`config.mk`:
```
export PLATFORM = sky130hd
export DESIGN_NAME = ppedp_top
export DESIGN_NICKNAME = d
export VERILOG_FILES = /design/src/common/ppedp_pkg.sv /design/src/hw/ppedp_top.sv
export VERILOG_INCLUDE_DIRS = /design/src /design/src/common
export SDC_FILE = /design/constraint.sdc
export NUM_CORES = 1
export LEC_CHECK = 0
export BUFFER_PORTS_ARGS = -buffer_cell sky130_fd_sc_hd__clkbuf_2
export CAP_MARGIN = 20
export CORE_ASPECT_RATIO = 2
export CORE_UTILIZATION = 40
export DETAILED_ROUTE_END_ITERATION = 8
export HOLD_SLACK_MARGIN = 0.08
export PLACE_DENSITY = 0.66
export SETUP_SLACK_MARGIN = 0.1
export SYNTH_ARGS = -nofsm -noshare
export SYNTH_HDL_FRONTEND = slang
export SYNTH_SLANG_ARGS = --single-unit
```
`constraint.sdc`:
```
create_clock -name aclk -period 3.71 [get_ports aclk]
set_clock_uncertainty 0.15 [all_clocks]
set_input_delay 1.113 -clock aclk [delete_from_list [all_inputs] [get_ports aclk]]
set_output_delay 1.113 -clock aclk [all_outputs]
set_load 0.01 [all_outputs]
```
`src/common/ppedp_regs.svh`:
```
// Register offsets, field positions, reset values for the printer port pins.
`ifndef PPEDP_REGS_SVH
`define PPEDP_REGS_SVH
`define PPEDP_OFF_PMC      6'h00
`define PPEDP_OFF_PCFG     6'h04
`define PPEDP_OFF_FCTL     6'h08
`define PPEDP_OFF_PCTL     6'h0c
`define PPEDP_OFF_STAT     6'h10
`define PPEDP_OFF_DATA     6'h14
`define PPEDP_PMC_DMA_BIT  3
`define PPEDP_PCFG_ECP_BIT 2
`define PPEDP_FCTL_PNF_BIT 2
`define PPEDP_PCTL_SEL_BIT 3
`define PPEDP_PCTL_DIR_BIT 4
`define PPEDP_PCTL_MODE_LO 5
`define PPEDP_MODE_ECP     3'h3
`define PPEDP_RST_BYTE     8'h00
`define PPEDP_RESP_OKAY    2'h0
`define PPEDP_RESP_SLVERR  2'h2
`endif

```
`src/common/ppedp_pkg.sv`:
```
// Types shared by the printer port pin logic.
`default_nettype none
package ppedp_pkg;
    typedef logic [7:0] ppedp_byte_t;
    typedef logic [2:0] ppedp_mode_t;
endpackage : ppedp_pkg
`default_nettype wire

```
`src/hw/ppedp_top.sv`:
```
// Printer port pin control: ECP DMA handshake, status pins, select, data.
`timescale 1ns/10ps
`default_nettype none
`include "ppedp_regs.svh"

module ppedp_top
(
    // Clock and reset.
    input  wire logic               aclk,
    input  wire logic               aresetn,
    // AXI4-Lite write address and data.
    input  wire logic               s_axi_awvalid,
    output var  logic               s_axi_awready,
    input  wire logic [5:0]         s_axi_awaddr,
    input  wire logic               s_axi_wvalid,
    output var  logic               s_axi_wready,
    input  wire logic [31:0]        s_axi_wdata,
    input  wire logic [3:0]         s_axi_wstrb,
    // AXI4-Lite write response.
    output var  logic               s_axi_bvalid,
    input  wire logic               s_axi_bready,
    output var  logic [1:0]         s_axi_bresp,
    // AXI4-Lite read.
    input  wire logic               s_axi_arvalid,
    output var  logic               s_axi_arready,
    input  wire logic [5:0]         s_axi_araddr,
    output var  logic               s_axi_rvalid,
    input  wire logic               s_axi_rready,
    output var  logic [31:0]        s_axi_rdata,
    output var  logic [1:0]         s_axi_rresp,
    // Host DMA controller side.
    input  wire logic               printer_dma_ack_n,
    input  wire logic               dma_rd_n,
    input  wire logic               dma_wr_n,
    input  wire ppedp_pkg::ppedp_byte_t dma_wdata,
    output var  ppedp_pkg::ppedp_byte_t dma_rdata,
    output var  logic               printer_dma_request,
    output var  logic               printer_dma_request_oe_n,
    // Printer status and select pins.
    input  wire logic               paper_out,
    input  wire logic               printer_selected,
    input  wire logic               printer_select_n_i,
    output var  logic               printer_select_n_o,
    output var  logic               printer_select_n_oe_n,
    // Printer-or-floppy strap pin and its decoded meanings.
    input  wire logic               printer_or_floppy_select,
    output var  logic               shared_port_mode,
    output var  logic               drive_two_present,
    output var  logic               ident_in,
    // Port data lines and their transfer handshake.
    input  wire ppedp_pkg::ppedp_byte_t port_data_lines_i,
    output var  ppedp_pkg::ppedp_byte_t port_data_lines_o,
    output var  logic               port_data_lines_oe_n,
    output var  logic               port_data_valid,
    input  wire logic               port_data_ready
);
    import ppedp_pkg::*;

    // Control registers.
    ppedp_byte_t power_mode_control_reg;
    ppedp_byte_t port_config_ctrl_reg;
    ppedp_byte_t function_control_reg;
    ppedp_byte_t port_ctrl_reg;
    // AXI state.
    logic        aw_held_reg;
    logic [5:0]  aw_addr_reg;
    logic        w_held_reg;
    logic [31:0] w_data_reg;
    logic [3:0]  w_strb_reg;
    // Decoded configuration.
    logic        dma_cfg;
    logic        ecp_en;
    logic        ecp_mode;
    logic        ack_active;
    logic        dir_in;
    // Synchronisers and strobe history.
    logic [1:0]  paper_sync_reg;
    logic [1:0]  select_sync_reg;
    logic        wr_n_prev_reg;
    logic        rd_n_prev_reg;
    // Two-entry data buffer.
    ppedp_byte_t buf_mem [0:1];
    logic        buf_wptr_reg;
    logic        buf_rptr_reg;
    logic [1:0]  buf_count_reg;
    logic        buf_in_valid;
    logic        buf_in_ready;
    ppedp_byte_t buf_in_data;
    logic        buf_out_valid;
    logic        buf_pop;
    // Write handling.
    logic        wr_go;
    logic        wr_is_data;
    logic        wr_bad;
    logic        dma_push;
    logic        sw_push;
    logic        dma_read;
    logic        dma_request_reg;

    // Configuration bits decoded from the control registers.
    assign dma_cfg  = power_mode_control_reg[`PPEDP_PMC_DMA_BIT];
    assign ecp_en   = port_config_ctrl_reg[`PPEDP_PCFG_ECP_BIT];
    assign ecp_mode = port_ctrl_reg[`PPEDP_PCTL_MODE_LO +: 3]
                      == `PPEDP_MODE_ECP;
    assign dir_in   = port_ctrl_reg[`PPEDP_PCTL_DIR_BIT];

    // Shared pin steering for acknowledge and identification.
    assign ack_active = dma_cfg & ecp_mode
                        & ~printer_dma_ack_n;
    assign ident_in   = dma_cfg ? 1'b1 : printer_dma_ack_n;

    // Printer-or-floppy pin decode.
    assign shared_port_mode  = function_control_reg[`PPEDP_FCTL_PNF_BIT]
                               ? printer_or_floppy_select : 1'b1;
    assign drive_two_present = function_control_reg[`PPEDP_FCTL_PNF_BIT]
                               ? 1'b0 : printer_or_floppy_select;

    // Select line is driven low when the control bit is one, else released.
    assign printer_select_n_o    = 1'b0;
    assign printer_select_n_oe_n =
        ~port_ctrl_reg[`PPEDP_PCTL_SEL_BIT];

    // Request pin floats unless ECP is enabled and DMA is configured.
    assign printer_dma_request_oe_n = ~(ecp_en & dma_cfg);

    // Two-stage synchronisers for the printer status inputs.
    always_ff @(posedge aclk)
    begin
        if (!aresetn)
        begin
            paper_sync_reg  <= 2'h0;
            select_sync_reg <= 2'h0;
        end
        else
        begin
            paper_sync_reg  <= {paper_sync_reg[0], paper_out};
            select_sync_reg <= {select_sync_reg[0],
                                printer_selected};
        end
    end

    // Strobe history for falling edge detection.
    always_ff @(posedge aclk)
    begin
        if (!aresetn)
        begin
            wr_n_prev_reg <= 1'b1;
            rd_n_prev_reg <= 1'b1;
        end
        else
        begin
            wr_n_prev_reg <= dma_wr_n;
            rd_n_prev_reg <= dma_rd_n;
        end
    end

    // Strobes count as DMA transfers only under an active acknowledge.
    assign dma_push = ack_active & ~dir_in & wr_n_prev_reg
                      & ~dma_wr_n;
    assign dma_read = ack_active & dir_in & rd_n_prev_reg
                      & ~dma_rd_n;

    // Byte captured from the data lines for a DMA read.
    always_ff @(posedge aclk)
    begin
        if (!aresetn)
            dma_rdata <= `PPEDP_RST_BYTE;
        else if (dma_read)
            dma_rdata <= port_data_lines_i;
    end

    // The request asks for a byte while the buffer has room, or at any time in reverse direction; ECP mode only.
    // It drops in the same cycle as the pin is released by the configuration.
    assign printer_dma_request = dma_request_reg & ecp_en & dma_cfg & ecp_mode;
    always_ff @(posedge aclk)
    begin
        if (!aresetn)
            dma_request_reg <= 1'b0;
        else
            dma_request_reg <= ecp_en & dma_cfg & ecp_mode
                               & (dir_in | buf_in_ready);
    end

    // Buffer input: DMA strobes take priority over software writes.
    assign buf_in_valid = dma_push | sw_push;
    assign buf_in_data  = dma_push ? dma_wdata : w_data_reg[7:0];
    assign buf_in_ready = buf_count_reg != 2'h2;
    assign buf_out_valid = buf_count_reg != 2'h0;
    assign buf_pop      = buf_out_valid & port_data_ready;

    // Two-entry buffer storage and pointers.
    always_ff @(posedge aclk)
    begin
        if (!aresetn)
        begin
            buf_wptr_reg  <= 1'b0;
            buf_rptr_reg  <= 1'b0;
            buf_count_reg <= 2'h0;
            buf_mem[0]    <= `PPEDP_RST_BYTE;
            buf_mem[1]    <= `PPEDP_RST_BYTE;
        end
        else
        begin
            if (buf_in_valid && buf_in_ready)
            begin
                buf_mem[buf_wptr_reg] <= buf_in_data;
                buf_wptr_reg          <= ~buf_wptr_reg;
            end
            if (buf_pop)
                buf_rptr_reg <= ~buf_rptr_reg;
            buf_count_reg <= buf_count_reg
                             + {1'b0, buf_in_valid & buf_in_ready}
                             - {1'b0, buf_pop};
        end
    end

    // Buffer output onto the data lines, driven only in forward direction.
    assign port_data_lines_o    = buf_mem[buf_rptr_reg];
    assign port_data_valid      = buf_out_valid & ~dir_in;
    assign port_data_lines_oe_n = dir_in;

    // AXI write: address and data are held until both are present.
    assign s_axi_awready = ~aw_held_reg & ~s_axi_bvalid;
    assign s_axi_wready  = ~w_held_reg & ~s_axi_bvalid;
    assign wr_is_data    = aw_addr_reg == `PPEDP_OFF_DATA;
    assign wr_go   = aw_held_reg & w_held_reg
                     & (~wr_is_data | (buf_in_ready & ~dma_push));
    assign sw_push = wr_go & wr_is_data & w_strb_reg[0];
    assign wr_bad  = !(aw_addr_reg == `PPEDP_OFF_PMC
                       || aw_addr_reg == `PPEDP_OFF_PCFG
                       || aw_addr_reg == `PPEDP_OFF_FCTL
                       || aw_addr_reg == `PPEDP_OFF_PCTL
                       || wr_is_data);

    // Capture of write address and data channels.
    always_ff @(posedge aclk)
    begin
        if (!aresetn)
        begin
            aw_held_reg <= 1'b0;
            aw_addr_reg <= 6'h00;
            w_held_reg  <= 1'b0;
            w_data_reg  <= 32'h0000_0000;
            w_strb_reg  <= 4'h0;
        end
        else
        begin
            if (s_axi_awvalid && s_axi_awready)
            begin
                aw_held_reg <= 1'b1;
                aw_addr_reg <= {s_axi_awaddr[5:2], 2'h0};
            end
            else if (wr_go)
                aw_held_reg <= 1'b0;
            if (s_axi_wvalid && s_axi_wready)
            begin
                w_held_reg <= 1'b1;
                w_data_reg <= s_axi_wdata;
                w_strb_reg <= s_axi_wstrb;
            end
            else if (wr_go)
                w_held_reg <= 1'b0;
        end
    end

    // Write response.
    always_ff @(posedge aclk)
    begin
        if (!aresetn)
        begin
            s_axi_bvalid <= 1'b0;
            s_axi_bresp  <= `PPEDP_RESP_OKAY;
        end
        else if (wr_go)
        begin
            s_axi_bvalid <= 1'b1;
            s_axi_bresp  <= wr_bad ? `PPEDP_RESP_SLVERR : `PPEDP_RESP_OKAY;
        end
        else if (s_axi_bready)
            s_axi_bvalid <= 1'b0;
    end

    // Control register writes, low byte lane only.
    always_ff @(posedge aclk)
    begin
        if (!aresetn)
        begin
            power_mode_control_reg <= `PPEDP_RST_BYTE;
            port_config_ctrl_reg   <= `PPEDP_RST_BYTE;
            function_control_reg   <= `PPEDP_RST_BYTE;
            port_ctrl_reg          <= `PPEDP_RST_BYTE;
        end
        else if (wr_go && w_strb_reg[0])
        begin
            case (aw_addr_reg)
                `PPEDP_OFF_PMC:  power_mode_control_reg <= w_data_reg[7:0];
                `PPEDP_OFF_PCFG: port_config_ctrl_reg   <= w_data_reg[7:0];
                `PPEDP_OFF_FCTL: function_control_reg   <= w_data_reg[7:0];
                `PPEDP_OFF_PCTL: port_ctrl_reg          <= w_data_reg[7:0];
                default: ;
            endcase
        end
    end

    // AXI read: one outstanding read, data registered with the response.
    assign s_axi_arready = ~s_axi_rvalid;

    always_ff @(posedge aclk)
    begin
        if (!aresetn)
        begin
            s_axi_rvalid <= 1'b0;
            s_axi_rdata  <= 32'h0000_0000;
            s_axi_rresp  <= `PPEDP_RESP_OKAY;
        end
        else if (s_axi_arvalid && s_axi_arready)
        begin
            s_axi_rvalid <= 1'b1;
            s_axi_rresp  <= `PPEDP_RESP_OKAY;
            case ({s_axi_araddr[5:2], 2'h0})
                `PPEDP_OFF_PMC:
                    s_axi_rdata <= {24'h000000, power_mode_control_reg};
                `PPEDP_OFF_PCFG:
                    s_axi_rdata <= {24'h000000, port_config_ctrl_reg};
                `PPEDP_OFF_FCTL:
                    s_axi_rdata <= {24'h000000, function_control_reg};
                `PPEDP_OFF_PCTL:
                    s_axi_rdata <= {24'h000000, port_ctrl_reg};
                `PPEDP_OFF_STAT:
                    s_axi_rdata <= {22'h000000, buf_count_reg,
                                    printer_dma_request, ack_active,
                                    ident_in, drive_two_present,
                                    shared_port_mode, ~printer_select_n_i,
                                    select_sync_reg[1],
                                    paper_sync_reg[1]};
                `PPEDP_OFF_DATA:
                    s_axi_rdata <= {24'h000000, port_data_lines_i};
                default:
                begin
                    s_axi_rdata <= 32'h0000_0000;
                    s_axi_rresp <= `PPEDP_RESP_SLVERR;
                end
            endcase
        end
        else if (s_axi_rready)
            s_axi_rvalid <= 1'b0;
    end

endmodule : ppedp_top
`default_nettype wire

```
# == After elaboration in Yosys (flattened, before gate mapping) ==
# Memory sizes are Yosys's and may differ from the RTL's. A register that Yosys moved wholly into a read port is not among the register bits.
# Index checks and enable logic that the tools add are counted.
# classes
addsub,2
n_eq_ne,11
mux,23
bitwise_logic,42
reduce_logical,22
# op_table
cell,n
case mux 10 bit (6 select lines),1
bitwise AND 1 bit,24
2-to-1 mux 1 bit,18
"== test 4 x 2 -> 1 bit, second input constant",4
2-to-1 mux 8 bit,2
inverter 1 bit,15
"== test 4 x 3 -> 1 bit, second input constant",3
nonzero test 2 bit,5
"== test 4 x 1 -> 1 bit, second input constant",2
AND reduction 2 bit,4
OR reduction 8 bit,1
zero test 6 bit,1
OR reduction 6 bit,1
logical AND 1 bit,5
zero test 4 bit,1
logical OR 1 bit,4
2-to-1 mux 2 bit,2
"== test 3 x 2 -> 1 bit, second input constant",1
OR 1 bit,3
adder 2 x 1 -> 2 bit,1
"!= test 2 bit, second input constant",1
subtractor 2 x 1 -> 2 bit,1
# word_totals
regBits,104
ramBits,16
input_bits,79
output_inout_bits,66
wordCells,124
mem_count,1
# mem_list
name,words,width,rd,rd_ports_with_merged_regs,wr,line,rtl
buf_mem,2,8,1,1,2,ppedp_top.sv:82,ppedp_byte_t buf_mem [0:1];

# == Longest topological paths before layout ==
# depth
ltp_word,19
depth_mapped,10
mapped_depth_nobuf,10

# == Worst setup path after synthesis ==
# Ideal clock, no wire load.
# synth_timing
kind,input -> register
from,input dma_wr_n
to,"memory buf_mem[0][0] in the netlist's numbering, enable pin"
setup_ns,0.384
arrival_ns,2.444
t_required_ns,3.176
slack_ns,0.732
stages,5
path_buffers,0
cell_sequence,or3b_1 > nor3_2 > o21a_1 > inv_1 > o21ai_0
# synth_rtl
element,line,rtl
"start, declared",ppedp_top.sv:34,"input wire logic dma_wr_n,"
"end, declared",ppedp_top.sv:82,

# == Worst setup path after layout ==
# layout_timing
from,input printer_dma_ack_n
to,output ident_in
# layout_between
elab_chain_cells,1
# layout_rtl
element,line,rtl
"start, declared",ppedp_top.sv:32,"input wire logic printer_dma_ack_n,"
2-to-1 mux 1 bit,ppedp_top.sv:110,assign ident_in = dma_cfg ? 1'b1 : printer_dma_ack_n;
"end, declared",ppedp_top.sv:49,"output var logic ident_in,"
# No other way between the ends.

==> impl_metrics.json <==
{
  "run_status": "complete, no violations",
  "holdPathEnd": "s_axi_rdata[4]",
  "rsz0062_at_grt": "no",
  "grt_pass1_vias": 3201,
  "design_area_sq_um": 5120,
  "ant_nets": 0,
  "switching_share_pct": 24.2,
  "hp-start": "s_axi_rdata[4]",
  "nets": 609,
  "r2r-start": "aw_addr_reg[4]",
  "path_buf_inv": 2,
  "core_area_sq_um": 10500,
  "die_h_um": 149,
  "start_util_pct": 41.2,
  "firstDrtPassIters": 4,
  "layout-drive-gt1-share_pct": 23.6,
  "track_usage_pct": 18.6,
  "hp-class": "reg2reg",
  "maxCapViolCount": 0,
  "end_kind": "primary output",
  "postCtsHoldBufs": 0,
  "cp_common_cell": "clkbuf_2",
  "cts_resized": 0,
  "portBuffers": 88,
  "avgRoutedWirePerCell_um": 15.0,
  "place.gp.congestion": 0.824,
  "timing.rr.end": "buf_count_reg[1]",
  "dp_hpwl_mm": 7.80,
  "ir_drop_mv": 0.254,
  "power.density_nw_per_um2": 473,
  "final.setup.tns_ns": 0,
  "worstSetupPathType": "in2out",
  "synth_cells": 451,
  "synth_cell_type_count": 47,
  "grt_max_degree": 68,
  "clockPowerShare_pct": 40.7,
  "hold_viol_final": 0,
  "drtIter0Drc": 120,
  "leakage_nw": 2.03,
  "path_cells": "clkbuf_2 > or2_2 > clkbuf_2",
  "path_delay_family": "simple AND/OR/NAND/NOR gates",
  "die_area_sq_um": 11300,
  "synth_seq_cells": 97,
  "fillers": 1022,
  "htree_levels": 3,
  "vias": 3432,
  "numCtsBuffers": 9,
  "rrSetupSlack_ns": 1.11,
  "synth.avg_cell_area_sq_um": 9.64,
  "seq_area_frac_synth_pct": 48.4,
  "setup_viol": 0,
  "p_total_w": 0.00242,
  "path_clk_slew_ns": 0.06,
  "p_int_w": 0.00183,
  "syn_to_final_growth_pct": 17.7,
  "startpoint_type": "input pin",
  "slew_violations": 0,
  "largest_reg_flops": 16,
  "via_per_inst": 5.12,
  "relSlewSlack_pct": 45.7,
  "diodes": 0,
  "crit_arrival_ns": 1.73,
  "min_period_ns": 2.99,
  "routed_wl_mm": 10.1,
  "largest_registers": "buf_mem (16), s_axi_rdata (10)",
  "cp_max_fo": 4,
  "cts_tree": "yes",
  "drc_errors": 0,
  "yosysWarnings": 0,
  "switching_power_w": 0.000586,
  "comb_power_share_pct": 11.8,
  "worstHoldPathCells": 2,
  "post-cts-setup-buffers": 0,
  "syn-cell-area_sq_um": 4350,
  "io_pins": 145,
  "root_buffer": "clkbuf_16",
  "crit_path_max_incr_delay_ns": 0.32,
  "power_frac_seq_pct": 47.5,
  "required_ns": 2.45,
  "tightest_slew_ns": 0.809,
  "rows": 53,
  "cts_num_sinks": 97,
  "timing.fmax_mhz": 334,
  "cpMaxStageDelayCell": "or2_2",
  "worstSkewPairLatency_ns": 0.34,
  "antenna_found_initial": 0,
  "grt_pass1_wl_mm": 15.4,
  "r2r_cells": 10,
  "cts.path.max_buffers": 2,
  "fin_crit_sh_pct": 80.6,
  "grt_overflow": 0,
  "place_area_sq_um": 4800,
  "max_flop_register": "buf_mem",
  "die_w_um": 75.7,
  "holdWs_ns": 0.308
}
==> layout make-up <==
cell class | count | area [sq um] | share of cell area (%)
Multi-Input combinational cell | 322 | 2020 | 39.6
Inverter | 7 | 26.3 | 0.514
Timing Repair Buffer | 91 | 475 | 9.29
Sequential cell | 97 | 2100 | 41.1
Clock buffer | 11 | 236 | 4.62
Clock inverter | 5 | 80.1 | 1.57
Tap cell | 137 | 171 | 3.35
==> per-stage QoR <==
| stage | utilization (%) | std cells | setup WS [ns] |
|---|---|---|---|
| global route | 48.5 | 670 | 0.705 |
| global placement | 45.5 | 654 | 0.617 |
| floorplan | - | 475 | 0.732 |
| CTS | 48.5 | 670 | 0.724 |
| detailed placement | 45.5 | 654 | 0.598 |
| finish | 48.5 | 670 | 0.718 |
==> worst max-delay path by stage <==
| stage | end | cells after the start | slack [ns] | from |
|---|---|---|---|---|
| 2_1_floorplan | buf_mem[0][0] | 5 | 0.73 | dma_wr_n |
| 3_3_place_gp | buf_count_reg[1] | 11 | 0.62 | dma_wr_n |
| 3_5_place_dp | buf_count_reg[1] | 11 | 0.60 | dma_wr_n |
| 4_1_cts | ident_in | 3 | 0.72 | printer_dma_ack_n |
| 5_1_grt | ident_in | 3 | 0.71 | printer_dma_ack_n |
| 6_report | ident_in | 3 | 0.72 | printer_dma_ack_n |
==> logic make-up (layout without fill, tap and decap cells) <==
logic type                 Yosys count  in the layout  synth area share [%]
AOI/OAI and AO/OA                   89             89                  14.0
xor gates and xnor gates             3              3                 0.605
adders and majority gates            2              2                 0.576
buffers and inverters               56            114                  7.14
DFF                                 97             97                  48.4
muxes                               40             40                  9.56
other                                1             25                0.0863
and+or+nand+nor                    163            163                  19.7
==> worst reg2reg max path, stage by stage, from the launching register on <==
cell and delay (ns):
dfxtp_1 0.37, nor4bb_1 0.48, and2_1 0.35, o21a_1 0.19, inv_1 0.06, ha_1 0.27, inv_1 0.04, ha_1 0.18
xnor2_1 0.14, xnor2_1 0.13, and2_1 0.15
==> Yosys cell counts (all sizes together) <==
cell type / number / area (sq um)
a21oi: 3 / 15.0
edfxtp: 16 / 480
a41o: 1 / 10.0
or2: 1 / 6.26
nand3: 36 / 180
o21ai: 47 / 235
a22o: 8 / 71.3
mux2i: 28 / 280
a21boi: 11 / 82.6
mux2: 12 / 135
a211oi: 2 / 15.0
buf: 33 / 224
nor2b: 17 / 106
nor4bb: 1 / 10.0
xnor2: 3 / 26.3
nand3b: 1 / 7.51
nand2b: 5 / 31.3
nand4b: 3 / 41.3
and3: 1 / 6.26
o2bb2ai: 5 / 43.8
nor4b: 2 / 23.8
dfxtp: 81 / 1620
ha: 2 / 25.0
nand2: 45 / 169
a31oi: 2 / 12.5
conb: 1 / 3.75
o2111ai: 2 / 52.6
and2: 11 / 68.8
a221oi: 5 / 43.8
o211a: 2 / 20.0
o21a: 1 / 7.51
nand4: 1 / 6.26
nor3: 4 / 25.0
or3b: 2 / 17.5
nor2: 30 / 113
nand4bb: 1 / 11.3
nor4: 1 / 21.3
clkbuf: 16 / 60.1
inv: 7 / 26.3
or4b: 1 / 10.0
==> layer usage <==
layer  vias to the layer above  GRT usage (%)  share of wire, %
li1                       1694              -                 -
met1                      1617           18.5                37
met2                       101           34.6                56
met5                         -              0                 0
met3                        20           3.37               3.4
met4                         0           9.72               3.6
==> cells in the final DEF, fill, tap and decap left out, types with 2 or more instances in the layout <==
cell        synthesis  final
a211oi_1            2      2
a21boi_0           11     11
a21oi_1             3      3
a221oi_1            5      5
a22o_1              7      7
a31oi_1             2      2
and2_1             11     11
buf_4              26      2
bufinv_16           0      2
clkbuf_16           0      9
clkbuf_2            0     88
clkinvlp_4          0      2
conb_1              1     25
dfxtp_1            81     81
edfxtp_1           16     16
ha_1                2      2
inv_1               7      7
mux2_2             12     12
mux2i_1            28     28
nand2_1            45     45
nand2b_1            5      5
nand3_1            36     36
nand4b_1            2      2
nor2_1             30     30
nor2b_1            17     17
nor3_1              3      3
o2111ai_4           2      2
o211a_1             2      2
o21ai_0            39     39
o21ai_1             8      8
o2bb2ai_1           5      5
or3b_1              2      2
xnor2_1             3      3
==> power by group through the flow <==
stage,registers (W),logic (W),clock network [W]
floorplan,0.00115,0.000222,0
global placement,0.00117,0.000282,0
detailed placement,0.00117,0.000288,0
CTS,0.00115,0.000289,0.000996
global route,0.00116,0.000318,0.00104
finish,0.00115,0.000285,0.000985
Note: power is estimated with default switching activity, not from simulation.
